===== config.mk =====
export PLATFORM = sky130hd
export DESIGN_NAME = pam_port_mux
export DESIGN_NICKNAME = d
export VERILOG_FILES = /design/src/pam_pkg.sv /design/src/pam_port_mux.sv
export SDC_FILE = /design/constraint.sdc
export NUM_CORES = 1
export LEC_CHECK = 0
export ABC_AREA = 1
export BUFFER_PORTS_ARGS = -buffer_cell sky130_fd_sc_hd__clkbuf_2
export CORE_AREA = 5 5 91 93
export CTS_CLUSTER_SIZE = 40
export DETAILED_ROUTE_END_ITERATION = 6
export DIE_AREA = 0 0 96 98
export GPL_TIMING_DRIVEN = 0
export PLACE_DENSITY = 0.82
export SKIP_CTS_REPAIR_TIMING = 1
export SYNTH_ARGS = -nofsm -noshare
export SYNTH_HDL_FRONTEND = slang
export SYNTH_SLANG_ARGS = --single-unit

===== constraint.sdc =====
create_clock -name clk_sys -period 3.8 [get_ports clk_sys]
set_input_delay 0.38 -clock clk_sys [delete_from_list [all_inputs] [get_ports clk_sys]]
set_output_delay 0.38 -clock clk_sys [all_outputs]
set_load 0.01 [all_outputs]

===== src/pam_pkg.sv =====
// package: constants and carrier types for the port alternate-function and led drive block
package pam_pkg;
  // port widths
  localparam int PORT_A_WIDTH = 8;
  localparam int PORT_C_WIDTH = 8;
  // port a bit positions
  localparam int POS_DEBUG_PIN = 0;
  localparam int POS_TIMER0_OUTPUT = 1;
  localparam int POS_RESET_PIN = 2;
  localparam int POS_UART_CTS = 3;
  localparam int POS_UART_RX = 4;
  localparam int POS_UART_TX = 5;
  localparam int POS_TIMER1_SHARED = 6;
  localparam int POS_TIMER1_OUTPUT = 7;
  localparam int POS_TIMER0_SHARED = 0;
  localparam int POS_UART_DE = 2;
  // led sink levels in mA, indexed by {high bit, low bit}
  localparam int LED_LEVEL0_MA = 3;
  localparam int LED_LEVEL1_MA = 7;
  localparam int LED_LEVEL2_MA = 13;
  localparam int LED_LEVEL3_MA = 20;
  // led level codes
  localparam logic [1:0] LED_CODE_3MA = 2'h0;
  localparam logic [1:0] LED_CODE_7MA = 2'h1;
  localparam logic [1:0] LED_CODE_13MA = 2'h2;
  localparam logic [1:0] LED_CODE_20MA = 2'h3;
  // timer mode code for dual pwm output
  localparam logic [3:0] TIMER_MODE_DUAL_PWM = 4'h8;
  // reset values
  localparam logic [7:0] RESET_BYTE = 8'h00;
  // debug unlock pattern length in samples
  localparam int UNLOCK_LEN = 8;
  localparam logic [7:0] UNLOCK_PATTERN = 8'hA5;

  // pin function of the shared reset / port a bit 2 pin
  typedef enum logic [0:0] {
    RST_FUNC_RESET = 1'b0,
    RST_FUNC_GPIO = 1'b1
  } pam_rst_func_type;

  // per-port configuration bundle
  typedef struct packed {
    logic [7:0] outData;
    logic [7:0] outEnable;
    logic [7:0] altFunctionEnable;
    logic [7:0] altSelectLow;
    logic [7:0] altSelectHigh;
  } pam_port_cfg_type;

  // led configuration bundle
  typedef struct packed {
    logic [7:0] ledDriverEnable;
    logic [7:0] ledLevelHighBits;
    logic [7:0] ledLevelLowBits;
  } pam_led_cfg_type;

  // peripheral outputs that may reach port a
  typedef struct packed {
    logic timer0Output;
    logic timer0OutComplement;
    logic timer1Output;
    logic timer1OutComplement;
    logic uartDriverEnable;
    logic uartTransmitLine;
    logic [3:0] timer0Mode;
    logic [3:0] timer1Mode;
  } pam_periph_out_type;
endpackage


===== src/pam_port_mux.sv =====
// file: port a / port c pin function selection with led drive and shared reset and debug pins
`timescale 1ns/1ns
module pam_port_mux
  import pam_pkg::*;
#(
  parameter int PIN_COUNT = 20,
  parameter int LED_WIDTH = PORT_C_WIDTH
) (
  // clock and reset
  input wire logic clk_sys,
  input wire logic rst,
  // configuration from the port sub-registers
  input wire pam_port_cfg_type portACfg,
  input wire pam_port_cfg_type portCCfg,
  input wire pam_led_cfg_type ledCfg,
  input wire logic releaseResetFunction,
  // peripherals
  input wire pam_periph_out_type periphOut,
  // port a pins
  input wire logic [7:0] portAIn,
  output logic [7:0] portAOut,
  output logic [7:0] portAOe,
  // port c pins
  input wire logic [7:0] portCIn,
  output logic [7:0] portCOut,
  output logic [7:0] portCOe,
  output logic [7:0] ledSinkOn,
  output logic [15:0] ledLevelCode,
  // synchronised inputs to peripherals
  output logic [7:0] portAInSync,
  output logic [7:0] portCInSync,
  output logic timer0Input,
  output logic timer1Input,
  output logic uartClearToSend,
  output logic uartReceiveLine,
  // reset and debug pin functions
  output logic pinResetRequest,
  output logic debugUnlocked,
  output logic debugPinIn,
  output logic resetPinIsGpio
);

  // elaboration checks: only 8-bit ports and known packages are served
  if (LED_WIDTH != PORT_C_WIDTH) begin
    $error("pam_port_mux: LED_WIDTH must equal port c width");
  end
  if (PIN_COUNT != 8 && PIN_COUNT != 20 && PIN_COUNT != 28) begin
    $error("pam_port_mux: unsupported PIN_COUNT");
  end

  // package flag: reset and debug sharing exist only on the smallest package
  localparam logic SMALL_PKG = (PIN_COUNT == 8);

  // whole state of the module
  typedef struct packed {
    logic [7:0] syncA1;
    logic [7:0] syncA2;
    logic [7:0] syncC1;
    logic [7:0] syncC2;
    pam_rst_func_type rstFunc;
    logic debugUnlocked;
    logic [7:0] unlockShift;
    logic [7:0] aOut;
    logic [7:0] aOe;
    logic [7:0] cOut;
    logic [7:0] cOe;
    logic [7:0] ledOn;
    logic [15:0] ledCode;
    logic t0In;
    logic t1In;
    logic cts;
    logic rxd;
    logic rstReq;
  } pam_state_type;

  pam_state_type state_reg;
  pam_state_type state_next;
  logic t0IsOutput; // timer0 shared pin carries complement output
  logic t1IsOutput; // timer1 shared pin carries complement output

  // next-state logic
  always_comb begin
    state_next = state_reg;
    // second stage only reads first stage
    state_next.syncA1 = portAIn;
    state_next.syncA2 = state_reg.syncA1;
    state_next.syncC1 = portCIn;
    state_next.syncC2 = state_reg.syncC1;

    t0IsOutput = (periphOut.timer0Mode == TIMER_MODE_DUAL_PWM);
    t1IsOutput = (periphOut.timer1Mode == TIMER_MODE_DUAL_PWM);

    // defaults: plain gpio from the output and direction registers
    state_next.aOut = portACfg.outData;
    state_next.aOe = portACfg.outEnable;

    // enable alone connects; select registers ignored on port a
    if (portACfg.altFunctionEnable[POS_TIMER0_SHARED]) begin
      state_next.aOut[POS_TIMER0_SHARED] = periphOut.timer0OutComplement;
      state_next.aOe[POS_TIMER0_SHARED] = t0IsOutput;
    end
    if (portACfg.altFunctionEnable[POS_TIMER0_OUTPUT]) begin
      state_next.aOut[POS_TIMER0_OUTPUT] = periphOut.timer0Output;
      state_next.aOe[POS_TIMER0_OUTPUT] = 1'b1;
    end
    if (portACfg.altFunctionEnable[POS_UART_DE]) begin
      state_next.aOut[POS_UART_DE] = periphOut.uartDriverEnable;
      state_next.aOe[POS_UART_DE] = 1'b1;
    end
    if (portACfg.altFunctionEnable[POS_UART_CTS]) begin
      state_next.aOe[POS_UART_CTS] = 1'b0;
    end
    if (portACfg.altFunctionEnable[POS_UART_RX]) begin
      state_next.aOe[POS_UART_RX] = 1'b0;
    end
    if (portACfg.altFunctionEnable[POS_UART_TX]) begin
      state_next.aOut[POS_UART_TX] = periphOut.uartTransmitLine;
      state_next.aOe[POS_UART_TX] = 1'b1;
    end
    if (portACfg.altFunctionEnable[POS_TIMER1_SHARED]) begin
      state_next.aOut[POS_TIMER1_SHARED] = periphOut.timer1OutComplement;
      state_next.aOe[POS_TIMER1_SHARED] = t1IsOutput;
    end
    if (portACfg.altFunctionEnable[POS_TIMER1_OUTPUT]) begin
      state_next.aOut[POS_TIMER1_OUTPUT] = periphOut.timer1Output;
      state_next.aOe[POS_TIMER1_OUTPUT] = 1'b1;
    end

    // timer inputs are gated off while the pin carries the complement
    state_next.t0In = portACfg.altFunctionEnable[POS_TIMER0_SHARED] & ~t0IsOutput &
                      state_reg.syncA2[POS_TIMER0_SHARED];
    state_next.t1In = portACfg.altFunctionEnable[POS_TIMER1_SHARED] & ~t1IsOutput &
                      state_reg.syncA2[POS_TIMER1_SHARED];
    // idle levels when alternate input not enabled: cts asserted low, rx idle high
    state_next.cts = portACfg.altFunctionEnable[POS_UART_CTS] ? state_reg.syncA2[POS_UART_CTS] : 1'b0;
    state_next.rxd = portACfg.altFunctionEnable[POS_UART_RX] ? state_reg.syncA2[POS_UART_RX] : 1'b1;

    // shared reset pin, full gpio once released
    if (SMALL_PKG) begin
      if (state_reg.rstFunc == RST_FUNC_RESET) begin
        // open-drain reset input: never driven here
        state_next.aOe[POS_RESET_PIN] = 1'b0;
        state_next.aOut[POS_RESET_PIN] = 1'b0;
        state_next.rstReq = ~state_reg.syncA2[POS_RESET_PIN];
        if (releaseResetFunction && state_reg.syncA2[POS_RESET_PIN]) begin
          state_next.rstFunc = RST_FUNC_GPIO;
        end
      end else begin
        state_next.rstReq = 1'b0;
      end
    end else begin
      state_next.rstReq = 1'b0;
    end

    // debug pin defaults to gpio input
    if (SMALL_PKG) begin
      if (state_reg.debugUnlocked) begin
        // debug owns the pin; port logic leaves it undriven
        state_next.aOe[POS_DEBUG_PIN] = 1'b0;
        state_next.aOut[POS_DEBUG_PIN] = 1'b0;
        state_next.t0In = 1'b0;
      end else if (state_reg.rstFunc == RST_FUNC_RESET) begin
        // watch for unlock pattern while the shared pin keeps its reset function
        state_next.unlockShift = {state_reg.unlockShift[6:0], state_reg.syncA2[POS_DEBUG_PIN]};
        if (state_reg.unlockShift == UNLOCK_PATTERN) begin
          state_next.debugUnlocked = 1'b1;
        end
      end
    end

    // port c: plain gpio unless led drive is fully armed
    state_next.cOut = portCCfg.outData;
    state_next.cOe = portCCfg.outEnable;
    for (int i = 0; i < PORT_C_WIDTH; i++) begin
      // select low chooses led, enable bit turns on
      state_next.ledOn[i] = portCCfg.altSelectLow[i] & portCCfg.altFunctionEnable[i] &
                            ledCfg.ledDriverEnable[i];
      // level code from high and low bits
      // code 0..3 maps to 3, 7, 13, 20 mA
      state_next.ledCode[2*i +: 2] = {ledCfg.ledLevelHighBits[i], ledCfg.ledLevelLowBits[i]};
      if (state_next.ledOn[i]) begin
        // sinking current: pull the cathode low
        state_next.cOut[i] = 1'b0;
        state_next.cOe[i] = 1'b1;
      end
    end
  end

  // state register; reset puts the shared pin back to its reset function
  always_ff @(posedge clk_sys or posedge rst) begin
    if (rst) begin
      state_reg <= '0;
      state_reg.rstFunc <= RST_FUNC_RESET;
      state_reg.rxd <= 1'b1;
      // reset pin synchroniser starts at the pull-up level, so no false reset request follows reset
      state_reg.syncA1[POS_RESET_PIN] <= 1'b1;
      state_reg.syncA2[POS_RESET_PIN] <= 1'b1;
    end else begin
      state_reg <= state_next;
    end
  end

  // outputs straight from the state register
  assign portAOut = state_reg.aOut;
  assign portAOe = state_reg.aOe;
  assign portCOut = state_reg.cOut;
  assign portCOe = state_reg.cOe;
  assign ledSinkOn = state_reg.ledOn;
  assign ledLevelCode = state_reg.ledCode;
  assign portAInSync = state_reg.syncA2;
  assign portCInSync = state_reg.syncC2;
  assign timer0Input = state_reg.t0In;
  assign timer1Input = state_reg.t1In;
  assign uartClearToSend = state_reg.cts;
  assign uartReceiveLine = state_reg.rxd;
  assign pinResetRequest = state_reg.rstReq;
  assign debugUnlocked = state_reg.debugUnlocked;
  assign debugPinIn = state_reg.syncA2[POS_DEBUG_PIN];
  assign resetPinIsGpio = (state_reg.rstFunc == RST_FUNC_GPIO);
endmodule


==> metrics.txt, run 1 <==
Yosys reg bits=92; clock sinks=92; filler-free cell count of the finished design=499; final period utilization=a little over a third; Area Overhead vs Synth=47.1%; yosys warns=0; initial antenna violation count=0; Core Region=~7400 um2; layout cells sized above 1=58.7%; Clock Power Share=approximately a third; Fill cells=between 600 and 700; Overflow after GRT=0; Yosys cell types=13; Slew HR=65.2%; DRT antenna net count=0; PwrDens=between 400 and 500 nW/um2; Post-Place Cells=approximately 480; die height=slightly below 100 um; RSZ-0062 raised after global routing=false; fmax=730 MHz; PortBufs=188; Mapped Cells=190; outcome=complete, no violations; Initial Utilization=a little under two fifths; Slew Viols, Final=0; DRC viols=0; clock skew=about 0.0065 ns; WL/cell=12.5 um; crit start category=flip-flop; static leakage=between 0.002 and 0.0025 uW; DIE AREA=9410 um2; Max stage delay cell, worst path=dfstp_2; htree depth=3; num rows=32; Top delay family on crit path=flip-flops; I/O Pins=between 200 and 250; DP HPWL=5220 um; Vias/cell=~4; # Max-Cap Violations=0; Switching Share=a little under a quarter; Worst Path Buf+Inv=1; Worst EP arrival=~0.99 ns; Initial DRC Count=21; maximum fanout along the worst path=1; Final Hold Viols=0; mapped cell area=between 2000 and 3000 um2; Max Root-Sink Buffers=2; Peak VDD IR=about 0.21 mV; Layout Nets=between 500 and 600; Worst Tran Pin Value=roughly 0.52 ns; Crit Path Category=flip-flop to output pin; critical path endpoint category=output pin; Psw=approximately 430 uW; vias post-DR=~2000; Reg power frac=55.9%; pin count of the biggest net entering global routing=53; setup tns final=0 ns; CTS root buf=clkbuf_8; WL final=~6200 um; final setup fails=0; CP peak stage delay=0.52 ns; worst min-delay path class=primary input to async pin; Worst-Skew Late Latency=approximately 0.34 ns; Period minus WS final=between 1 and 1.5 ns; clock slew at reported path FFs=0.09 ns; Crit path required time=3.42 ns; Avg Inst Size Synth=14.6 um2; Ant. Diodes=0; drt first pass iters=3; CTS buffer count=9; Cell Chain, Critical Path=clkbuf_2; total global-route track usage=approximately 14%; internal power=roughly 1400 uW; Comb pwr share=around a tenth; routability cong.=between 0.7 and 0.8; sequential share of the synthesized area=83.1%; chip width=roughly 96 um; first-pass GRT wire length=approximately 10000 um; TritonCTS clock tree=done; vias in the first global route=roughly 2100
worst reg2reg max path, cell delays in order, from the launching register on:
cell     delay (ns)
dfrtp_1        0.40
inv_1          0.06
nor2_1         0.04
cell usage in the layout, fill, tap and decap left out, types with 4 or more instances in the layout:
master	synthesis	final
inv_2	8	8
clkbuf_8	0	10
nand3_2	8	8
clkbuf_2	0	188
or2_1	8	8
or2_2	4	4
buf_4	4	4
nand2_1	28	28
o21ai_0	4	4
nor2_1	8	8
dfrtp_1	89	89
inv_1	23	22
sequential cells by signal, summed over array words and instances, names as in the netlist, 8 cells and up:
register and flops:
ledLevelCode 16, ledSinkOn 8, portAInSync 8, portAOe 8, portAOut 8, portCInSync 8
portCOe 8, portCOut 8, state_next 16
worst paths after layout:
path | start | to | slack [ns] | depth (start not counted)
setup reg to reg | portAInSync[0] | timer0Input | 3.21 | 2
hold / removal | rst | portAOe[5] | 0.06 | 2
min in group clk_sys | portAIn[2] | state_next[89] | 0.11 | 1
max in group asynchronous | rst | state_next[89] | 3.08 | 3
setup / recovery | portAInSync[2] | portAInSync[2] | 2.43 | 1
hold reg to reg | state_next[90] | portAInSync[3] | 0.35 | 0
logic make-up after synthesis:
group / Yosys count / synth area share [%]
DFF: 92 / 83.1
and+or+nand+nor: 58 / 10.8
buffers and inverters: 35 / 5.27
AOI/OAI and AO/OA: 4 / 0.721
other: 1 / 0.135
cell usage after synthesis (all sizes together):
| master | count | area [um2] |
|---|---|---|
| nor2 | 8 | 30.0 |
| nand2 | 28 | 105 |
| inv | 31 | 116 |
| buf | 4 | 30.0 |
| dfrtp | 89 | 2230 |
| conb | 1 | 3.75 |
| nand3 | 10 | 90.1 |
| o21ai | 4 | 20.0 |
| dfstp | 3 | 78.8 |
| or2 | 12 | 75.1 |
area by class of cell:
cell class	count	area [um2]	area share, %
buffer	4	30.0	0.735
tap	102	128	3.12
timing repair buffer	189	968	23.7
sequential	92	2310	56.5
multi-input combinational	65	332	8.12
clock inverter	6	63.8	1.56
inverter	31	119	2.91
clock buffer	10	138	3.37
through the flow:
stage / hold slack [ns] / worst slack [ns] / total power (uW) / instance area (um2) / utilization [%]
2_1_floorplan: 0.331 / 1.03 / 1130 / 2780 / -
3_3_place_gp: 0.331 / 0.187 / 1240 / 3850 / 51.7
3_5_place_dp: 0.335 / 2.65 / 1260 / 3880 / 52.1
4_1_cts: 0.0625 / 2.40 / 1900 / 4080 / 54.8
5_1_grt: 0.0716 / 2.37 / 1970 / 4080 / 54.8
6_report: 0.0584 / 2.43 / 1870 / 4080 / 54.8
per-layer routing:
| metal | GRT usage (%) | routed length [um] | up-vias |
|---|---|---|---|
| met5 | 0 | 0 | - |
| met4 | 6.89 | 129 | 0 |
| met3 | 5.78 | 611 | 12 |
| met2 | 24.9 | 3420 | 97 |
| met1 | 13.6 | 2070 | 924 |
| li1 | - | - | 959 |
power by group through the flow:
stage / Clock [uW] / Combinational, uW / Sequential (uW)
after floorplan: 0 / 43.7 / 1090
after global placement: 0 / 180 / 1060
after detailed placement: 0 / 190 / 1070
after CTS: 665 / 190 / 1050
after global routing: 715 / 207 / 1050
final: 640 / 184 / 1050
Note: power is estimated with default switching activity, not from simulation.
==> run 2, diff against run 1 <==
CORE_AREA = 5 5 96 98   (was 5 5 91 93)
DIE_AREA = 0 0 101 103   (was 0 0 96 98)
PLACE_DENSITY = 0.77   (was 0.82)
clock period = 1.24 ns   (was 3.8 ns; I/O delays follow)
==> metrics.txt, run 2 (synthesis gave the netlist of run 1 again) <==
outcome=finished, violations left; failing checks=hold timing, setup timing; first-pass GRT wire length=between 9000 and 10000 um; met3 GRT Util=6.97%; clock sinks=92; final worst slack=-0.0977 ns; die height=a little over 100 um; maximum fanout along the worst path=3; layout cells sized above 1=between 40% and 50%; vias post-DR=2386; final setup fails=2; internal power=just under 5000 uW; # Max-Cap Violations=0; Max stage delay cell, worst path=dlygate4sd3_1; Overflow after GRT=0; Reg power frac=50.5%; Worst-Skew Late Latency=0.34 ns; Peak VDD IR=between 0.7 and 0.8 mV; Crit Path Category=primary input to flip-flop; chip width=a little over 100 um; DIE AREA=10400 um2; I/O Pins=217; static leakage=~0.0028 uW; Worst Path Buf+Inv=3; Final Util=60.0%; crit start category=primary input; Worst EP arrival=between 1.5 and 2 ns; critical path endpoint category=flip-flop; PortBufs=about 190; commonest non-fill, non-tap cells in the layout=clkbuf_2 (188), dfrtp_1 (89), dlygate4sd3_1 (88); routability cong.=about 0.74; TritonCTS clock tree=done; Crit path required time=1.52 ns; pin count of the biggest net entering global routing=38; Top delay family on crit path=buffers and inverters; Psw=roughly 1400 uW; DP HPWL=~5300 um; final period utilization=108%; Comb pwr share=12.7%; Layout Nets=between 600 and 700; most common cell after layout, fill and taps aside=clkbuf_2; met1 usage=approximately 13%; clock slew at reported path FFs=~0.09 ns; worst min-delay path class=primary input to async pin; total global-route track usage=between 10% and 20%; WL final=between 7000 and 8000 um; met2 usage in global routing=20.6%; CTS buffer count=9; CTS root buf=clkbuf_8; Area Overhead vs Synth=81.0%; htree depth=3; cell repeated most along the worst path=dlygate4sd3_1; Finished Cell Area=about 5000 um2; vias in the first global route=approximately 2100; Vias/cell=around 4.0; DRT antenna net count=0; num rows=34; hold_ws=-0.213 ns; PwrDens=1260 nW/um2; drt first pass iters=4; post-place setup slack=around 0.18 ns; Clock Power Share=36.8%; Slew Viols, Final=0; Switching Share=a little over a fifth; Initial DRC Count=27; Initial Utilization=33.1%; Final Hold Viols=24; Cell Chain, Critical Path=dlygate4sd3_1, clkbuf_2, o21ai_0, dlygate4sd3_1; initial antenna violation count=1; DRC viols=0; placed cell areas=~3900 um2; WL/cell=approximately 13 um; fmax=between 700 and 800 MHz; CP peak stage delay=roughly 0.59 ns; GR peak layer=met2; clock skew=0.00602 ns; Period minus WS final=approximately 1.3 ns; Max Root-Sink Buffers=2; Core Region=~8400 um2
## run 2: metal layers
layer,part of all wire (%),routed length (um)
met5,0,0
met4,2.1,164
met3,9.2,713
met2,56,4360
met1,33,2550
## run 2: area by class of cell
class	instances	area, um2
Antenna cell	1	2.50
Clock inverter	6	111
Fill cell	691	3350
Buffer	4	30.0
Inverter	31	120
Multi-Input combinational cell	65	332
Sequential cell	92	2310
Tap cell	108	135
Timing Repair Buffer	278	1860
Clock buffer	10	128
## run 2: worst paths after layout
kind / cells after the start / slack [ns] / startpoint / to
worst max register to register: 2 / 0.65 / portAInSync[0] / timer0Input
max in group asynchronous: 4 / 0.62 / rst / state_next[89]
worst min-delay path: 2 / -0.21 / rst / ledLevelCode[0]
min in group clk_sys: 3 / -0.01 / portACfg[30] / portAOe[6]
worst min register to register: 0 / 0.35 / state_next[78] / portCInSync[7]
worst max-delay path: 4 / -0.1 / portACfg[21] / portAOut[5]
## run 2: power by group through the flow
| stage | Clock [uW] | Sequential (uW) | Combinational [uW] |
|---|---|---|---|
| finish | 2340 | 3210 | 806 |
| global route | 2540 | 3230 | 893 |
| CTS | 2430 | 3210 | 587 |
| detailed placement | 0 | 3270 | 587 |
| global placement | 0 | 3260 | 554 |
| floorplan | 0 | 3340 | 135 |
## run 2: per-stage QoR
| step | total power [uW] | std cells | setup TNS [ns] | hold slack [ns] |
|---|---|---|---|---|
| after global placement | 3820 | 488 | -46.75 | 0.216 |
| after floorplan | 3470 | 192 | 0 | 0.128 |
| after CTS | 6230 | 506 | 0 | -0.224 |
| after detailed placement | 3860 | 490 | 0 | 0.167 |
| after global routing | 6660 | 595 | -0.150 | -0.179 |
| final | 6350 | 595 | -0.114 | -0.213 |
